==> src/logic/tqd_consts.svh <==
`ifndef TQD_CONSTS_SVH
`define TQD_CONSTS_SVH
// register byte addresses
`define TQD_CTRL_ADDR     32'h5000_0500
`define TQD_XCNT_ADDR     32'h5000_0504
`define TQD_YCNT_ADDR     32'h5000_0508
`define TQD_DIV_ADDR      32'h5000_050C
`define TQD_SEL_ADDR      32'h5000_0510
`define TQD_ZCNT_ADDR     32'h5000_0514
`define TQD_EVCNT_ADDR    32'h5000_0518
// decoder_control fields
`define TQD_THRES_LSB     3
`define TQD_THRES_MSB     10
`define TQD_PEND_BIT      2
`define TQD_EVCLR_BIT     1
`define TQD_UNMASK_BIT    0
`define TQD_THRES_RST     8'h02
// sample_clock_divider fields
`define TQD_HALVE_BIT     10
`define TQD_DIV_MSB       9
`define TQD_DIV_RST       10'h3E7
// port_select_and_mode fields
`define TQD_MODE_LSB      12
`define TQD_SEL_W         4
`define TQD_SEL_X_RST     4'h1
`define TQD_SEL_Y_RST     4'h2
`define TQD_SEL_Z_RST     4'h3
`define TQD_SEL_MAX       4'hC
`endif

==> src/logic/tqd_pkg.sv <==
`default_nettype none
package tqd_pkg;
  // one phase pair per selectable input code, index = code - 1
  typedef struct packed {
    logic [11:0] first;
    logic [11:0] second;
  } tqd_pins_t;

  typedef struct packed {
    logic       edge_mode;
    logic [3:0] sel;
  } tqd_axis_cfg_t;
endpackage : tqd_pkg
`default_nettype wire

==> src/logic/tqd_top.sv <==
`include "tqd_consts.svh"
`default_nettype none
module tqd_top #(
  parameter int AXES = 3
) (
  input  wire logic              I_REF_CLK,
  input  wire logic              I_SYS_RST,
  input  wire logic              PSEL,
  input  wire logic              PENABLE,
  input  wire logic              PWRITE,
  input  wire logic [31:0]       PADDR,
  input  wire logic [31:0]       PWDATA,
  output logic      [31:0]       PRDATA,
  output logic                   PREADY,
  output logic                   PSLVERR,
  input  wire tqd_pkg::tqd_pins_t I_PAIRS,
  input  wire logic              I_LOW_POWER_CLOCK,
  output logic                   O_IRQ
);
  import tqd_pkg::*;

  initial begin
    if (AXES != 3) $error("tqd_top serves exactly three axes");
  end

  //////////////////////////////////////////////////////////////////////////////
  function automatic logic sel_valid(input logic [3:0] s);
    return (s != 4'h0) && (s <= `TQD_SEL_MAX);
  endfunction : sel_valid

  function automatic logic [1:0] pick_pair(input tqd_pins_t p, input logic [3:0] s);
    logic [3:0] idx;
    idx = s - 4'h1;
    if (!sel_valid(s)) return 2'b00;
    return {p.first[idx], p.second[idx]};
  endfunction : pick_pair

  // returns +1, -1 or 0
  function automatic logic signed [1:0] step_of(input logic em, input logic [1:0] pv, input logic [1:0] cv);
    if (em) return (pv != cv) ? 2'sd1 : 2'sd0;
    unique case ({pv, cv})
      4'b0001, 4'b0111, 4'b1110, 4'b1000: return 2'sd1;
      4'b0010, 4'b1011, 4'b1101, 4'b0100: return -2'sd1;
      // no change, or a double step whose direction is unknown
      default: return 2'sd0;
    endcase
  endfunction : step_of

  //////////////////////////////////////////////////////////////////////////////
  logic [7:0]          thres;
  logic                pending;
  logic                unmask;
  logic                halve;
  logic [9:0]          div;
  tqd_axis_cfg_t [2:0] cfg;
  logic [2:0][15:0]    pos;
  logic [7:0]          total;
  tqd_pins_t           sync1;
  tqd_pins_t           sync2;
  logic [9:0]          div_cnt;
  logic                half;
  logic                tick;
  logic [2:0][1:0]     prev;
  logic [2:0][1:0]     cur;
  logic [2:0]          ev;
  logic signed [1:0]   stp [3];
  logic [1:0]          n_events;
  logic [7:0]          next_total;
  logic                set_irq;
  logic                wr;
  logic                evclr;
  logic                pend_clr;

  assign wr       = PSEL && PENABLE && PWRITE && PREADY;
  assign evclr    = wr && (PADDR == `TQD_CTRL_ADDR) && PWDATA[`TQD_EVCLR_BIT];
  assign pend_clr = wr && (PADDR == `TQD_CTRL_ADDR) && PWDATA[`TQD_PEND_BIT];

  //////////////////////////////////////////////////////////////////////////////
  // apb slave: pready raised in setup, so every access completes in one cycle
  always_ff @(posedge I_REF_CLK or posedge I_SYS_RST) begin
    if (I_SYS_RST) begin
      PREADY  <= 1'b0;
      PSLVERR <= 1'b0;
      PRDATA  <= 32'h0000_0000;
    end else begin
      PREADY  <= PSEL && !PENABLE;
      PSLVERR <= 1'b0;
      PRDATA  <= 32'h0000_0000;
      if (PSEL && !PENABLE) begin
        unique case (PADDR)
          // clear bit always reads zero
          `TQD_CTRL_ADDR:  PRDATA <= {21'h0, thres, pending, 1'b0, unmask};
          `TQD_XCNT_ADDR:  PRDATA <= {16'h0000, pos[0]};
          `TQD_YCNT_ADDR:  PRDATA <= {16'h0000, pos[1]};
          `TQD_DIV_ADDR:   PRDATA <= {21'h0, halve, div};
          `TQD_SEL_ADDR:   PRDATA <= {17'h0, cfg[2].edge_mode, cfg[1].edge_mode, cfg[0].edge_mode,
                                      cfg[2].sel, cfg[1].sel, cfg[0].sel};
          `TQD_ZCNT_ADDR:  PRDATA <= {16'h0000, pos[2]};
          `TQD_EVCNT_ADDR: PRDATA <= {24'h00_0000, total};
          // unmapped: error answer, any write there is dropped
          default:         PSLVERR <= 1'b1;
        endcase
      end
    end
  end

  // software-owned configuration
  always_ff @(posedge I_REF_CLK or posedge I_SYS_RST) begin
    if (I_SYS_RST) begin
      thres         <= `TQD_THRES_RST;
      unmask        <= 1'b0;
      halve         <= 1'b0;
      div           <= `TQD_DIV_RST;
      cfg[0]        <= '{edge_mode: 1'b1, sel: `TQD_SEL_X_RST};
      cfg[1]        <= '{edge_mode: 1'b1, sel: `TQD_SEL_Y_RST};
      cfg[2]        <= '{edge_mode: 1'b1, sel: `TQD_SEL_Z_RST};
    end else if (wr) begin
      if (PADDR == `TQD_CTRL_ADDR) begin
        thres  <= PWDATA[`TQD_THRES_MSB:`TQD_THRES_LSB];
        unmask <= PWDATA[`TQD_UNMASK_BIT];
      end
      if (PADDR == `TQD_DIV_ADDR) begin
        halve <= PWDATA[`TQD_HALVE_BIT];
        div   <= PWDATA[`TQD_DIV_MSB:0];
      end
      if (PADDR == `TQD_SEL_ADDR) begin
        for (int k = 0; k < 3; k++) begin
          cfg[k].sel       <= PWDATA[k*`TQD_SEL_W +: `TQD_SEL_W];
          cfg[k].edge_mode <= PWDATA[`TQD_MODE_LSB + k];
        end
      end
    end
  end

  //////////////////////////////////////////////////////////////////////////////
  // sample tick: divide by div+1, bypassed on the low power clock, then halved
  always_ff @(posedge I_REF_CLK or posedge I_SYS_RST) begin
    if (I_SYS_RST) begin
      div_cnt <= 10'h000;
      half    <= 1'b0;
      tick    <= 1'b0;
    end else begin
      tick <= 1'b0;
      // halving keeps its phase across divider changes, so the first halved tick may come one wrap late
      if (I_LOW_POWER_CLOCK || div_cnt >= div) begin
        div_cnt <= 10'h000;
        half    <= !half;
        tick    <= !halve || half;
      end else begin
        div_cnt <= div_cnt + 10'h001;
      end
    end
  end

  // two flops per pin; only the second is read
  always_ff @(posedge I_REF_CLK or posedge I_SYS_RST) begin
    if (I_SYS_RST) begin
      sync1 <= '0;
      sync2 <= '0;
    end else begin
      sync1 <= I_PAIRS;
      sync2 <= sync1;
    end
  end

  //////////////////////////////////////////////////////////////////////////////
  always_comb begin
    // three axes give at most three events per tick
    n_events = 2'b00;
    for (int k = 0; k < 3; k++) begin
      cur[k] = pick_pair(sync2, cfg[k].sel);
      stp[k] = step_of(cfg[k].edge_mode, prev[k], cur[k]);
      ev[k]  = tick && sel_valid(cfg[k].sel) && (stp[k] != 2'sd0);
      n_events = n_events + {1'b0, ev[k]};
    end
    // clearing and counting in one cycle keeps the new events
    next_total = (evclr ? 8'h00 : total) + {6'h00, n_events};
    set_irq    = (n_events != 2'b00) && ({1'b0, next_total} >= ({1'b0, thres} + 9'h001));
  end

  // samples and positions: cleared every cycle while the axis is disabled, else updated on the sample tick only
  always_ff @(posedge I_REF_CLK or posedge I_SYS_RST) begin
    if (I_SYS_RST) begin
      prev <= '0;
      pos  <= '0;
    end else begin
      for (int k = 0; k < 3; k++) begin
        if (!sel_valid(cfg[k].sel)) begin
          // forget the last sample so re-enabling starts from a clean 00
          pos[k]  <= 16'h0000;
          prev[k] <= 2'b00;
        end else if (tick) begin
          prev[k] <= cur[k];
          pos[k]  <= pos[k] + {{14{stp[k][1]}}, stp[k]};
        end
      end
    end
  end

  always_ff @(posedge I_REF_CLK or posedge I_SYS_RST) begin
    if (I_SYS_RST) begin
      total <= 8'h00;
    end else begin
      total <= next_total;
    end
  end

  // status: a set in the clearing cycle wins
  always_ff @(posedge I_REF_CLK or posedge I_SYS_RST) begin
    if (I_SYS_RST) begin
      pending <= 1'b0;
      O_IRQ   <= 1'b0;
    end else begin
      pending <= set_irq || (pending && !pend_clr);
      O_IRQ   <= (set_irq || (pending && !pend_clr)) && (wr && PADDR == `TQD_CTRL_ADDR ?
                   PWDATA[`TQD_UNMASK_BIT] : unmask);
    end
  end

  //////////////////////////////////////////////////////////////////////////////
  logic [1:0] x_both;
  assign x_both = prev[0] ^ cur[0];

  // bus handshake: zero wait states, one-cycle answer
  pready_once_a: assert property (@(posedge I_REF_CLK) disable iff (I_SYS_RST)
    (PSEL && !PENABLE) |=> PREADY) else $error("ready missing after setup");

  pready_only_a: assert property (@(posedge I_REF_CLK) disable iff (I_SYS_RST)
    !(PSEL && !PENABLE) |=> !PREADY) else $error("ready without setup");

  pslverr_ready_a: assert property (@(posedge I_REF_CLK) disable iff (I_SYS_RST)
    PSLVERR |-> PREADY) else $error("error answer without ready");

  // interrupt path
  irq_follows_a: assert property (@(posedge I_REF_CLK) disable iff (I_SYS_RST)
    O_IRQ |-> pending && unmask) else $error("irq high without unmasked pending");

  irq_set_a: assert property (@(posedge I_REF_CLK) disable iff (I_SYS_RST)
    set_irq |=> pending ##0 total >= thres + 8'h01) else $error("threshold reached but no pending");

  pend_w1c_a: assert property (@(posedge I_REF_CLK) disable iff (I_SYS_RST)
    (pend_clr && !set_irq) |=> !pending) else $error("pending not cleared by write of one");

  pend_hold_a: assert property (@(posedge I_REF_CLK) disable iff (I_SYS_RST)
    (pending && !pend_clr) |=> pending) else $error("pending lost without clear");

  irq_masked_a: assert property (@(posedge I_REF_CLK) disable iff (I_SYS_RST)
    !unmask |-> !O_IRQ) else $error("irq high while masked");

  // event total
  evclr_zero_a: assert property (@(posedge I_REF_CLK) disable iff (I_SYS_RST)
    (evclr && n_events == 2'b00) |=> total == 8'h00 ##1 PRDATA[1] == 1'b0) else $error("event total not cleared");

  evclr_read_a: assert property (@(posedge I_REF_CLK) disable iff (I_SYS_RST)
    (PREADY && !PWRITE && PADDR == `TQD_CTRL_ADDR) |-> !PRDATA[`TQD_EVCLR_BIT]) else $error("clear bit read one");

  total_hold_a: assert property (@(posedge I_REF_CLK) disable iff (I_SYS_RST)
    (!evclr && n_events == 2'b00) |=> $stable(total)) else $error("event total moved without events");

  total_inc_a: assert property (@(posedge I_REF_CLK) disable iff (I_SYS_RST)
    (!evclr && n_events == 2'b01) |=> total == $past(total) + 8'h01) else $error("event total not stepped");

  // axis counts and channel selection
  off_zero_a: assert property (@(posedge I_REF_CLK) disable iff (I_SYS_RST)
    !sel_valid(cfg[0].sel) |=> pos[0] == 16'h0000) else $error("disabled axis count not zero");

  off_zero_y_a: assert property (@(posedge I_REF_CLK) disable iff (I_SYS_RST)
    !sel_valid(cfg[1].sel) |=> pos[1] == 16'h0000) else $error("disabled y count not zero");

  off_zero_z_a: assert property (@(posedge I_REF_CLK) disable iff (I_SYS_RST)
    !sel_valid(cfg[2].sel) |=> pos[2] == 16'h0000) else $error("disabled z count not zero");

  code_high_a: assert property (@(posedge I_REF_CLK) disable iff (I_SYS_RST)
    (cfg[0].sel > `TQD_SEL_MAX) |-> !ev[0]) else $error("high select code counted");

  cfg_write_a: assert property (@(posedge I_REF_CLK) disable iff (I_SYS_RST)
    (wr && PADDR == `TQD_SEL_ADDR) |=> cfg[0].sel == $past(PWDATA[3:0])) else $error("select not written");

  sync_chain_a: assert property (@(posedge I_REF_CLK) disable iff (I_SYS_RST)
    1'b1 |=> sync2 == $past(sync1)) else $error("synchroniser stage skipped");

  // decoding
  edge_one_a: assert property (@(posedge I_REF_CLK) disable iff (I_SYS_RST)
    (tick && sel_valid(cfg[0].sel) && cfg[0].edge_mode && x_both == 2'b11)
      |=> pos[0] == $past(pos[0]) + 16'h0001) else $error("double edge did not count one");

  edge_step_y_a: assert property (@(posedge I_REF_CLK) disable iff (I_SYS_RST)
    (tick && sel_valid(cfg[1].sel) && cfg[1].edge_mode && prev[1] != cur[1])
      |=> pos[1] == $past(pos[1]) + 16'h0001) else $error("y edge not counted");

  edge_step_z_a: assert property (@(posedge I_REF_CLK) disable iff (I_SYS_RST)
    (tick && sel_valid(cfg[2].sel) && cfg[2].edge_mode && prev[2] != cur[2])
      |=> pos[2] == $past(pos[2]) + 16'h0001) else $error("z edge not counted");

  quad_up_a: assert property (@(posedge I_REF_CLK) disable iff (I_SYS_RST)
    (tick && sel_valid(cfg[0].sel) && !cfg[0].edge_mode && prev[0] == 2'b00 && cur[0] == 2'b01)
      |=> pos[0] == $past(pos[0]) + 16'h0001) else $error("quadrature up not counted");

  quad_dn_a: assert property (@(posedge I_REF_CLK) disable iff (I_SYS_RST)
    (tick && sel_valid(cfg[0].sel) && !cfg[0].edge_mode && prev[0] == 2'b01 && cur[0] == 2'b00)
      |=> pos[0] == $past(pos[0]) - 16'h0001) else $error("quadrature down not counted");

  quad_skip_a: assert property (@(posedge I_REF_CLK) disable iff (I_SYS_RST)
    (tick && sel_valid(cfg[0].sel) && !cfg[0].edge_mode && x_both == 2'b11) |=> $stable(pos[0])) else $error("double step counted");

  // sample tick
  lp_tick_a: assert property (@(posedge I_REF_CLK) disable iff (I_SYS_RST)
    (I_LOW_POWER_CLOCK && !halve)[*2] |=> tick) else $error("divider not bypassed");

  halve_gap_a: assert property (@(posedge I_REF_CLK) disable iff (I_SYS_RST)
    (tick && halve && $stable(halve)) |=> !tick) else $error("halved tick too fast");

  div_gap_a: assert property (@(posedge I_REF_CLK) disable iff (I_SYS_RST)
    (tick && !I_LOW_POWER_CLOCK && div == 10'h002 && $stable(div)) |=> !tick[*2])
    else $error("divided tick too fast");

  // main scenarios
  quad_up_c: cover property (@(posedge I_REF_CLK) disable iff (I_SYS_RST)
    ev[0] && !cfg[0].edge_mode && stp[0] == 2'sd1);
  quad_dn_c: cover property (@(posedge I_REF_CLK) disable iff (I_SYS_RST)
    ev[1] && !cfg[1].edge_mode && stp[1] == -2'sd1);
  irq_out_c: cover property (@(posedge I_REF_CLK) disable iff (I_SYS_RST) $rose(O_IRQ));
  halve_tick_c: cover property (@(posedge I_REF_CLK) disable iff (I_SYS_RST)
    tick && halve);
  edge_double_c: cover property (@(posedge I_REF_CLK) disable iff (I_SYS_RST)
    ev[0] && cfg[0].edge_mode && x_both == 2'b11);
endmodule : tqd_top
`default_nettype wire

==> config.mk <==
export PLATFORM = sky130hd
export DESIGN_NAME = tqd_top
export DESIGN_NICKNAME = d
export VERILOG_FILES = /design/src/logic/tqd_pkg.sv /design/src/logic/tqd_top.sv
export VERILOG_INCLUDE_DIRS = /design/src /design/src/logic
export SDC_FILE = /design/constraint.sdc
export NUM_CORES = 1
export LEC_CHECK = 0
export BUFFER_PORTS_ARGS = -buffer_cell sky130_fd_sc_hd__buf_2
export CORE_MARGIN = 2
export CORE_UTILIZATION = 45
export CTS_BUF_LIST = sky130_fd_sc_hd__clkbuf_8
export CTS_CLUSTER_DIAMETER = 30
export DETAILED_ROUTE_END_ITERATION = 12
export GPL_ROUTABILITY_DRIVEN = 0
export PLACE_DENSITY_LB_ADDON = 0.1
export SYNTH_ARGS = -nofsm -noshare
export SYNTH_HDL_FRONTEND = slang
export SYNTH_SLANG_ARGS = --single-unit
==> constraint.sdc <==
create_clock -name I_REF_CLK -period 14.3 [get_ports I_REF_CLK]
set_clock_uncertainty 0.15 [all_clocks]
set_input_delay 0.715 -clock I_REF_CLK [delete_from_list [all_inputs] [get_ports I_REF_CLK]]
set_output_delay 0.715 -clock I_REF_CLK [all_outputs]
set_load 0.1 [all_outputs]
==> qor.txt <==
Sw Ratio: 39.9%
TritonCTS clock tree: built
Share of the synthesized area in the top cell type: 37.9%
CP endpoint kind: flip-flop
First drt pass iteration count: 9
Antenna-violating nets left: 0
Initial Util: 45.5%
Top fanout value on the critical path: 9
Setup repair after global routing missed its margin: false
Clock root buffer: sky130_fd_sc_hd__clkbuf_8
Share of the clock period used by the worst path after layout: 45.3%
Nets@finish: 1276
Yosys warning count: 0
Commonest non-fill, non-tap cell in the layout: sky130_fd_sc_hd__dfrtp_1
Final critical-path required period: 6480 ps
Layout cells sized above 1: 19.5%
Placement row count: 56
Setup total negative slack: 0 ps
Leakage dissipation: 5.72 nW
Worst min-delay path class: primary input to flip-flop
Synth async-reset ratio: 100%
Area of the placeable core: 23300 sq um
Port buffer count: 95
Critical Setup Path Class: flip-flop to flip-flop
Commonest non-fill, non-tap cells in the layout: sky130_fd_sc_hd__dfrtp_1 (160), sky130_fd_sc_hd__buf_2 (95), sky130_fd_sc_hd__nor2_1 (89), sky130_fd_sc_hd__ha_1 (85), sky130_fd_sc_hd__nand2_1 (68)
Number of synthesized register bits: 177
Post-detailed-route wirelength per cell: 17.9 um
Synth area leader: sky130_fd_sc_hd__dfrtp_1
Final WL: 25400 um
Hold bufs inserted after CTS: 0
Vias after detailed routing: 7693
Worst-Margin Slew: 1100 ps
Buffer count from post-CTS setup fixing: 0
Clock network power share: 19.4%
Die Footprint: 24900 sq um
Clock Latency Late Sink: 480 ps
Internal power of the cells: 1.08 mW
Highest attainable clock frequency: 154 MHz
Type of origin of the critical path: flip-flop
CTS max path bufs: 2
Combined global-route utilization of all metal layers: 21.9%
Vertical extent of the die: 158 um
Post-CTS clock slew at the launch and capture registers of the worst setup and hold paths: 110 ps
Sequential cell area: 4450 sq um
Area of the multi-input gates: 5870 sq um
Detail-routed via count per cell: 5.40
Combinational fraction of design power: 41.2%
Post-detailed-placement cell area: 11400 sq um
Die span in x: 158 um
Depth of the CTS H-tree: 4
Final non-filler cell area: 11800 sq um
Number of enable flip-flop cells after synthesis: 0
Iteration-0 DRC count of the detailed router: 479
Most used DFF post-synth: sky130_fd_sc_hd__dfrtp_1
Average cell area after synthesis: 10.7 sq um
Count of final hold-check violations: 0
Number of antenna violations at the first check in global routing: 0
Count of unique library cells instantiated by Yosys: 65
Max-cap check violation count: 0
Number of I/O pins: 129
Final Setup Violations: 0
Run status: finished, final reports clean
Number of global-route vias before repair: 7670
Worst EP arrival: 6690 ps
Cell area after synthesis: 10600 sq um
Maximum number of pins on one net before global-route repair: 109
Number of pins exceeding their max-slew limit in the final report: 0
Count of inserted antenna diode cells: 0
Global-route wire length before repair: 41700 um
Layout filler cell count: 2147
Gates resized, CTS repair: 0
Worst rel slew slack: 26.7%
Worst supply voltage drop on vdd: 68.5 uV
DRC errors left: 0
Power density normalized to cell area: 151 nW/um^2
Required time at the endpoint of the critical path: 14520 ps
Area growth from synthesis to layout: 11.3%
Relative contribution of sequential cells to total power: 39.4%
Clock buffer count from CTS: 17
HPWL after detailed placement: 19300 um
Cells after Synth: 994
Clock Sinks: 177
Top area cells in the synthesized netlist: sky130_fd_sc_hd__dfrtp_1 (38%), sky130_fd_sc_hd__ha_1 (10%), sky130_fd_sc_hd__mux4_2 (4.5%)
Psw: 0.715 mW
Total grt overflow: 0
Sequential-to-total area share from yosys stat: 41.9%
## per-layer routing
metal	GRT usage [%]	vias to the layer above	wire length (um)
li1	-	3797	-
met1	30.4	3717	11800
met2	37.2	160	12400
met3	2.52	19	938
met4	4.81	0	280
met5	0	-	0
## synth_stat cells, types with 5 or more instances
master                     count
sky130_fd_sc_hd__a222oi_1     21
sky130_fd_sc_hd__a22oi_1       9
sky130_fd_sc_hd__or3_1         7
sky130_fd_sc_hd__clkbuf_1     15
sky130_fd_sc_hd__nand3_1      33
sky130_fd_sc_hd__mux4_2       21
sky130_fd_sc_hd__buf_2         9
sky130_fd_sc_hd__nor2b_1       8
sky130_fd_sc_hd__nand2_1      68
sky130_fd_sc_hd__buf_4        18
sky130_fd_sc_hd__dfstp_2      16
sky130_fd_sc_hd__inv_1        33
sky130_fd_sc_hd__a21o_1       24
sky130_fd_sc_hd__fa_1          5
sky130_fd_sc_hd__nor3_1       24
sky130_fd_sc_hd__o21ai_0      24
sky130_fd_sc_hd__and3_1       18
sky130_fd_sc_hd__xor2_1       26
sky130_fd_sc_hd__a21oi_1      50
sky130_fd_sc_hd__nand2b_1      8
sky130_fd_sc_hd__nand4_1       6
sky130_fd_sc_hd__ha_1         85
sky130_fd_sc_hd__o21a_1        5
sky130_fd_sc_hd__nor2_1       89
sky130_fd_sc_hd__mux2_2       28
sky130_fd_sc_hd__mux2i_1      39
sky130_fd_sc_hd__xnor2_1      50
sky130_fd_sc_hd__mux2_1        8
sky130_fd_sc_hd__a31oi_1      15
sky130_fd_sc_hd__dfrtp_1     161
sky130_fd_sc_hd__and2_1        6
## sequential cells by signal, indices dropped and copies added (netlist names), 6 cells and up
register,cells
pos,48
sync1,24
sync2,24
PRDATA,16
cfg,15
div,10
div_cnt,10
thres,8
total,8
prev,6
## area by class of cell
cell class                      instances  area share [%]
Clock buffer                           17            1.98
Inverter                               33            1.09
Sequential cell                       177            37.6
Clock inverter                         15            1.45
Tap cell                              319            3.38
Multi-Input combinational cell        755            49.6
Timing Repair Buffer                  108            4.85
## critical path, stage by stage, from the launching register on
cell and delay, ps:
sky130_fd_sc_hd__dfstp_2 710, sky130_fd_sc_hd__inv_1 130, sky130_fd_sc_hd__ha_1 490, sky130_fd_sc_hd__mux4_2 350, sky130_fd_sc_hd__mux2_2 290, sky130_fd_sc_hd__nand2_1 70, sky130_fd_sc_hd__o21ai_0 110, sky130_fd_sc_hd__nand2_1 160
sky130_fd_sc_hd__ha_1 260, sky130_fd_sc_hd__xnor2_1 180, sky130_fd_sc_hd__xnor2_1 160, sky130_fd_sc_hd__nor3_1 70, sky130_fd_sc_hd__nor3_1 490, sky130_fd_sc_hd__fa_1 560, sky130_fd_sc_hd__ha_1 260, sky130_fd_sc_hd__fa_1 480
sky130_fd_sc_hd__ha_1 310, sky130_fd_sc_hd__a21o_1 150, sky130_fd_sc_hd__a21o_1 170, sky130_fd_sc_hd__a21o_1 170, sky130_fd_sc_hd__a21oi_1 150, sky130_fd_sc_hd__o21ai_0 100, sky130_fd_sc_hd__a22o_1 250, sky130_fd_sc_hd__and2_1 160
## cells by family after synthesis
logic type | count (synthesis) | synth area share (%)
DFF | 177 | 41.9
buffers and inverters | 77 | 3.53
muxes | 96 | 11.9
adders and majority gates | 90 | 11.0
other | 1 | 0.0353
AOI/OAI and AO/OA | 188 | 12.1
and+or+nand+nor | 289 | 13.3
xor gates and xnor gates | 76 | 6.27
## per-stage QoR
step                hold WS, ps  util, %  power (mW)  instances  worst slack, ps
floorplan                   181        -        1.28       1009             8560
global placement            181     48.9        1.44       1392             7820
detailed placement          185     48.9        1.45       1392             7770
CTS                         157     50.7        1.80       1424             7770
global route                155     50.7        1.94       1424             7490
finish                      183     50.7        1.79       1424             7820
## final timing paths
kind,from,end,slack [ps],cells after the start
hold / removal,I_PAIRS[15],sync1[15],180,1
min in group asynchronous,I_SYS_RST,sync1[19],260,2
hold reg to reg,sync1[9],sync2[9],200,0
max in group asynchronous,I_SYS_RST,tick,12210,3
setup / recovery,cfg[0],O_IRQ,7820,23
setup reg to reg,cfg[0],O_IRQ,7820,23
## power by group through the flow
stage | Combinational, mW | Clock, mW | Sequential [mW]
floorplan | 0.617 | 0 | 0.666
global placement | 0.724 | 0 | 0.713
detailed placement | 0.736 | 0 | 0.714
CTS | 0.740 | 0.359 | 0.705
global route | 0.844 | 0.380 | 0.717
finish | 0.738 | 0.348 | 0.705
Power figures use the tool's default switching activity.
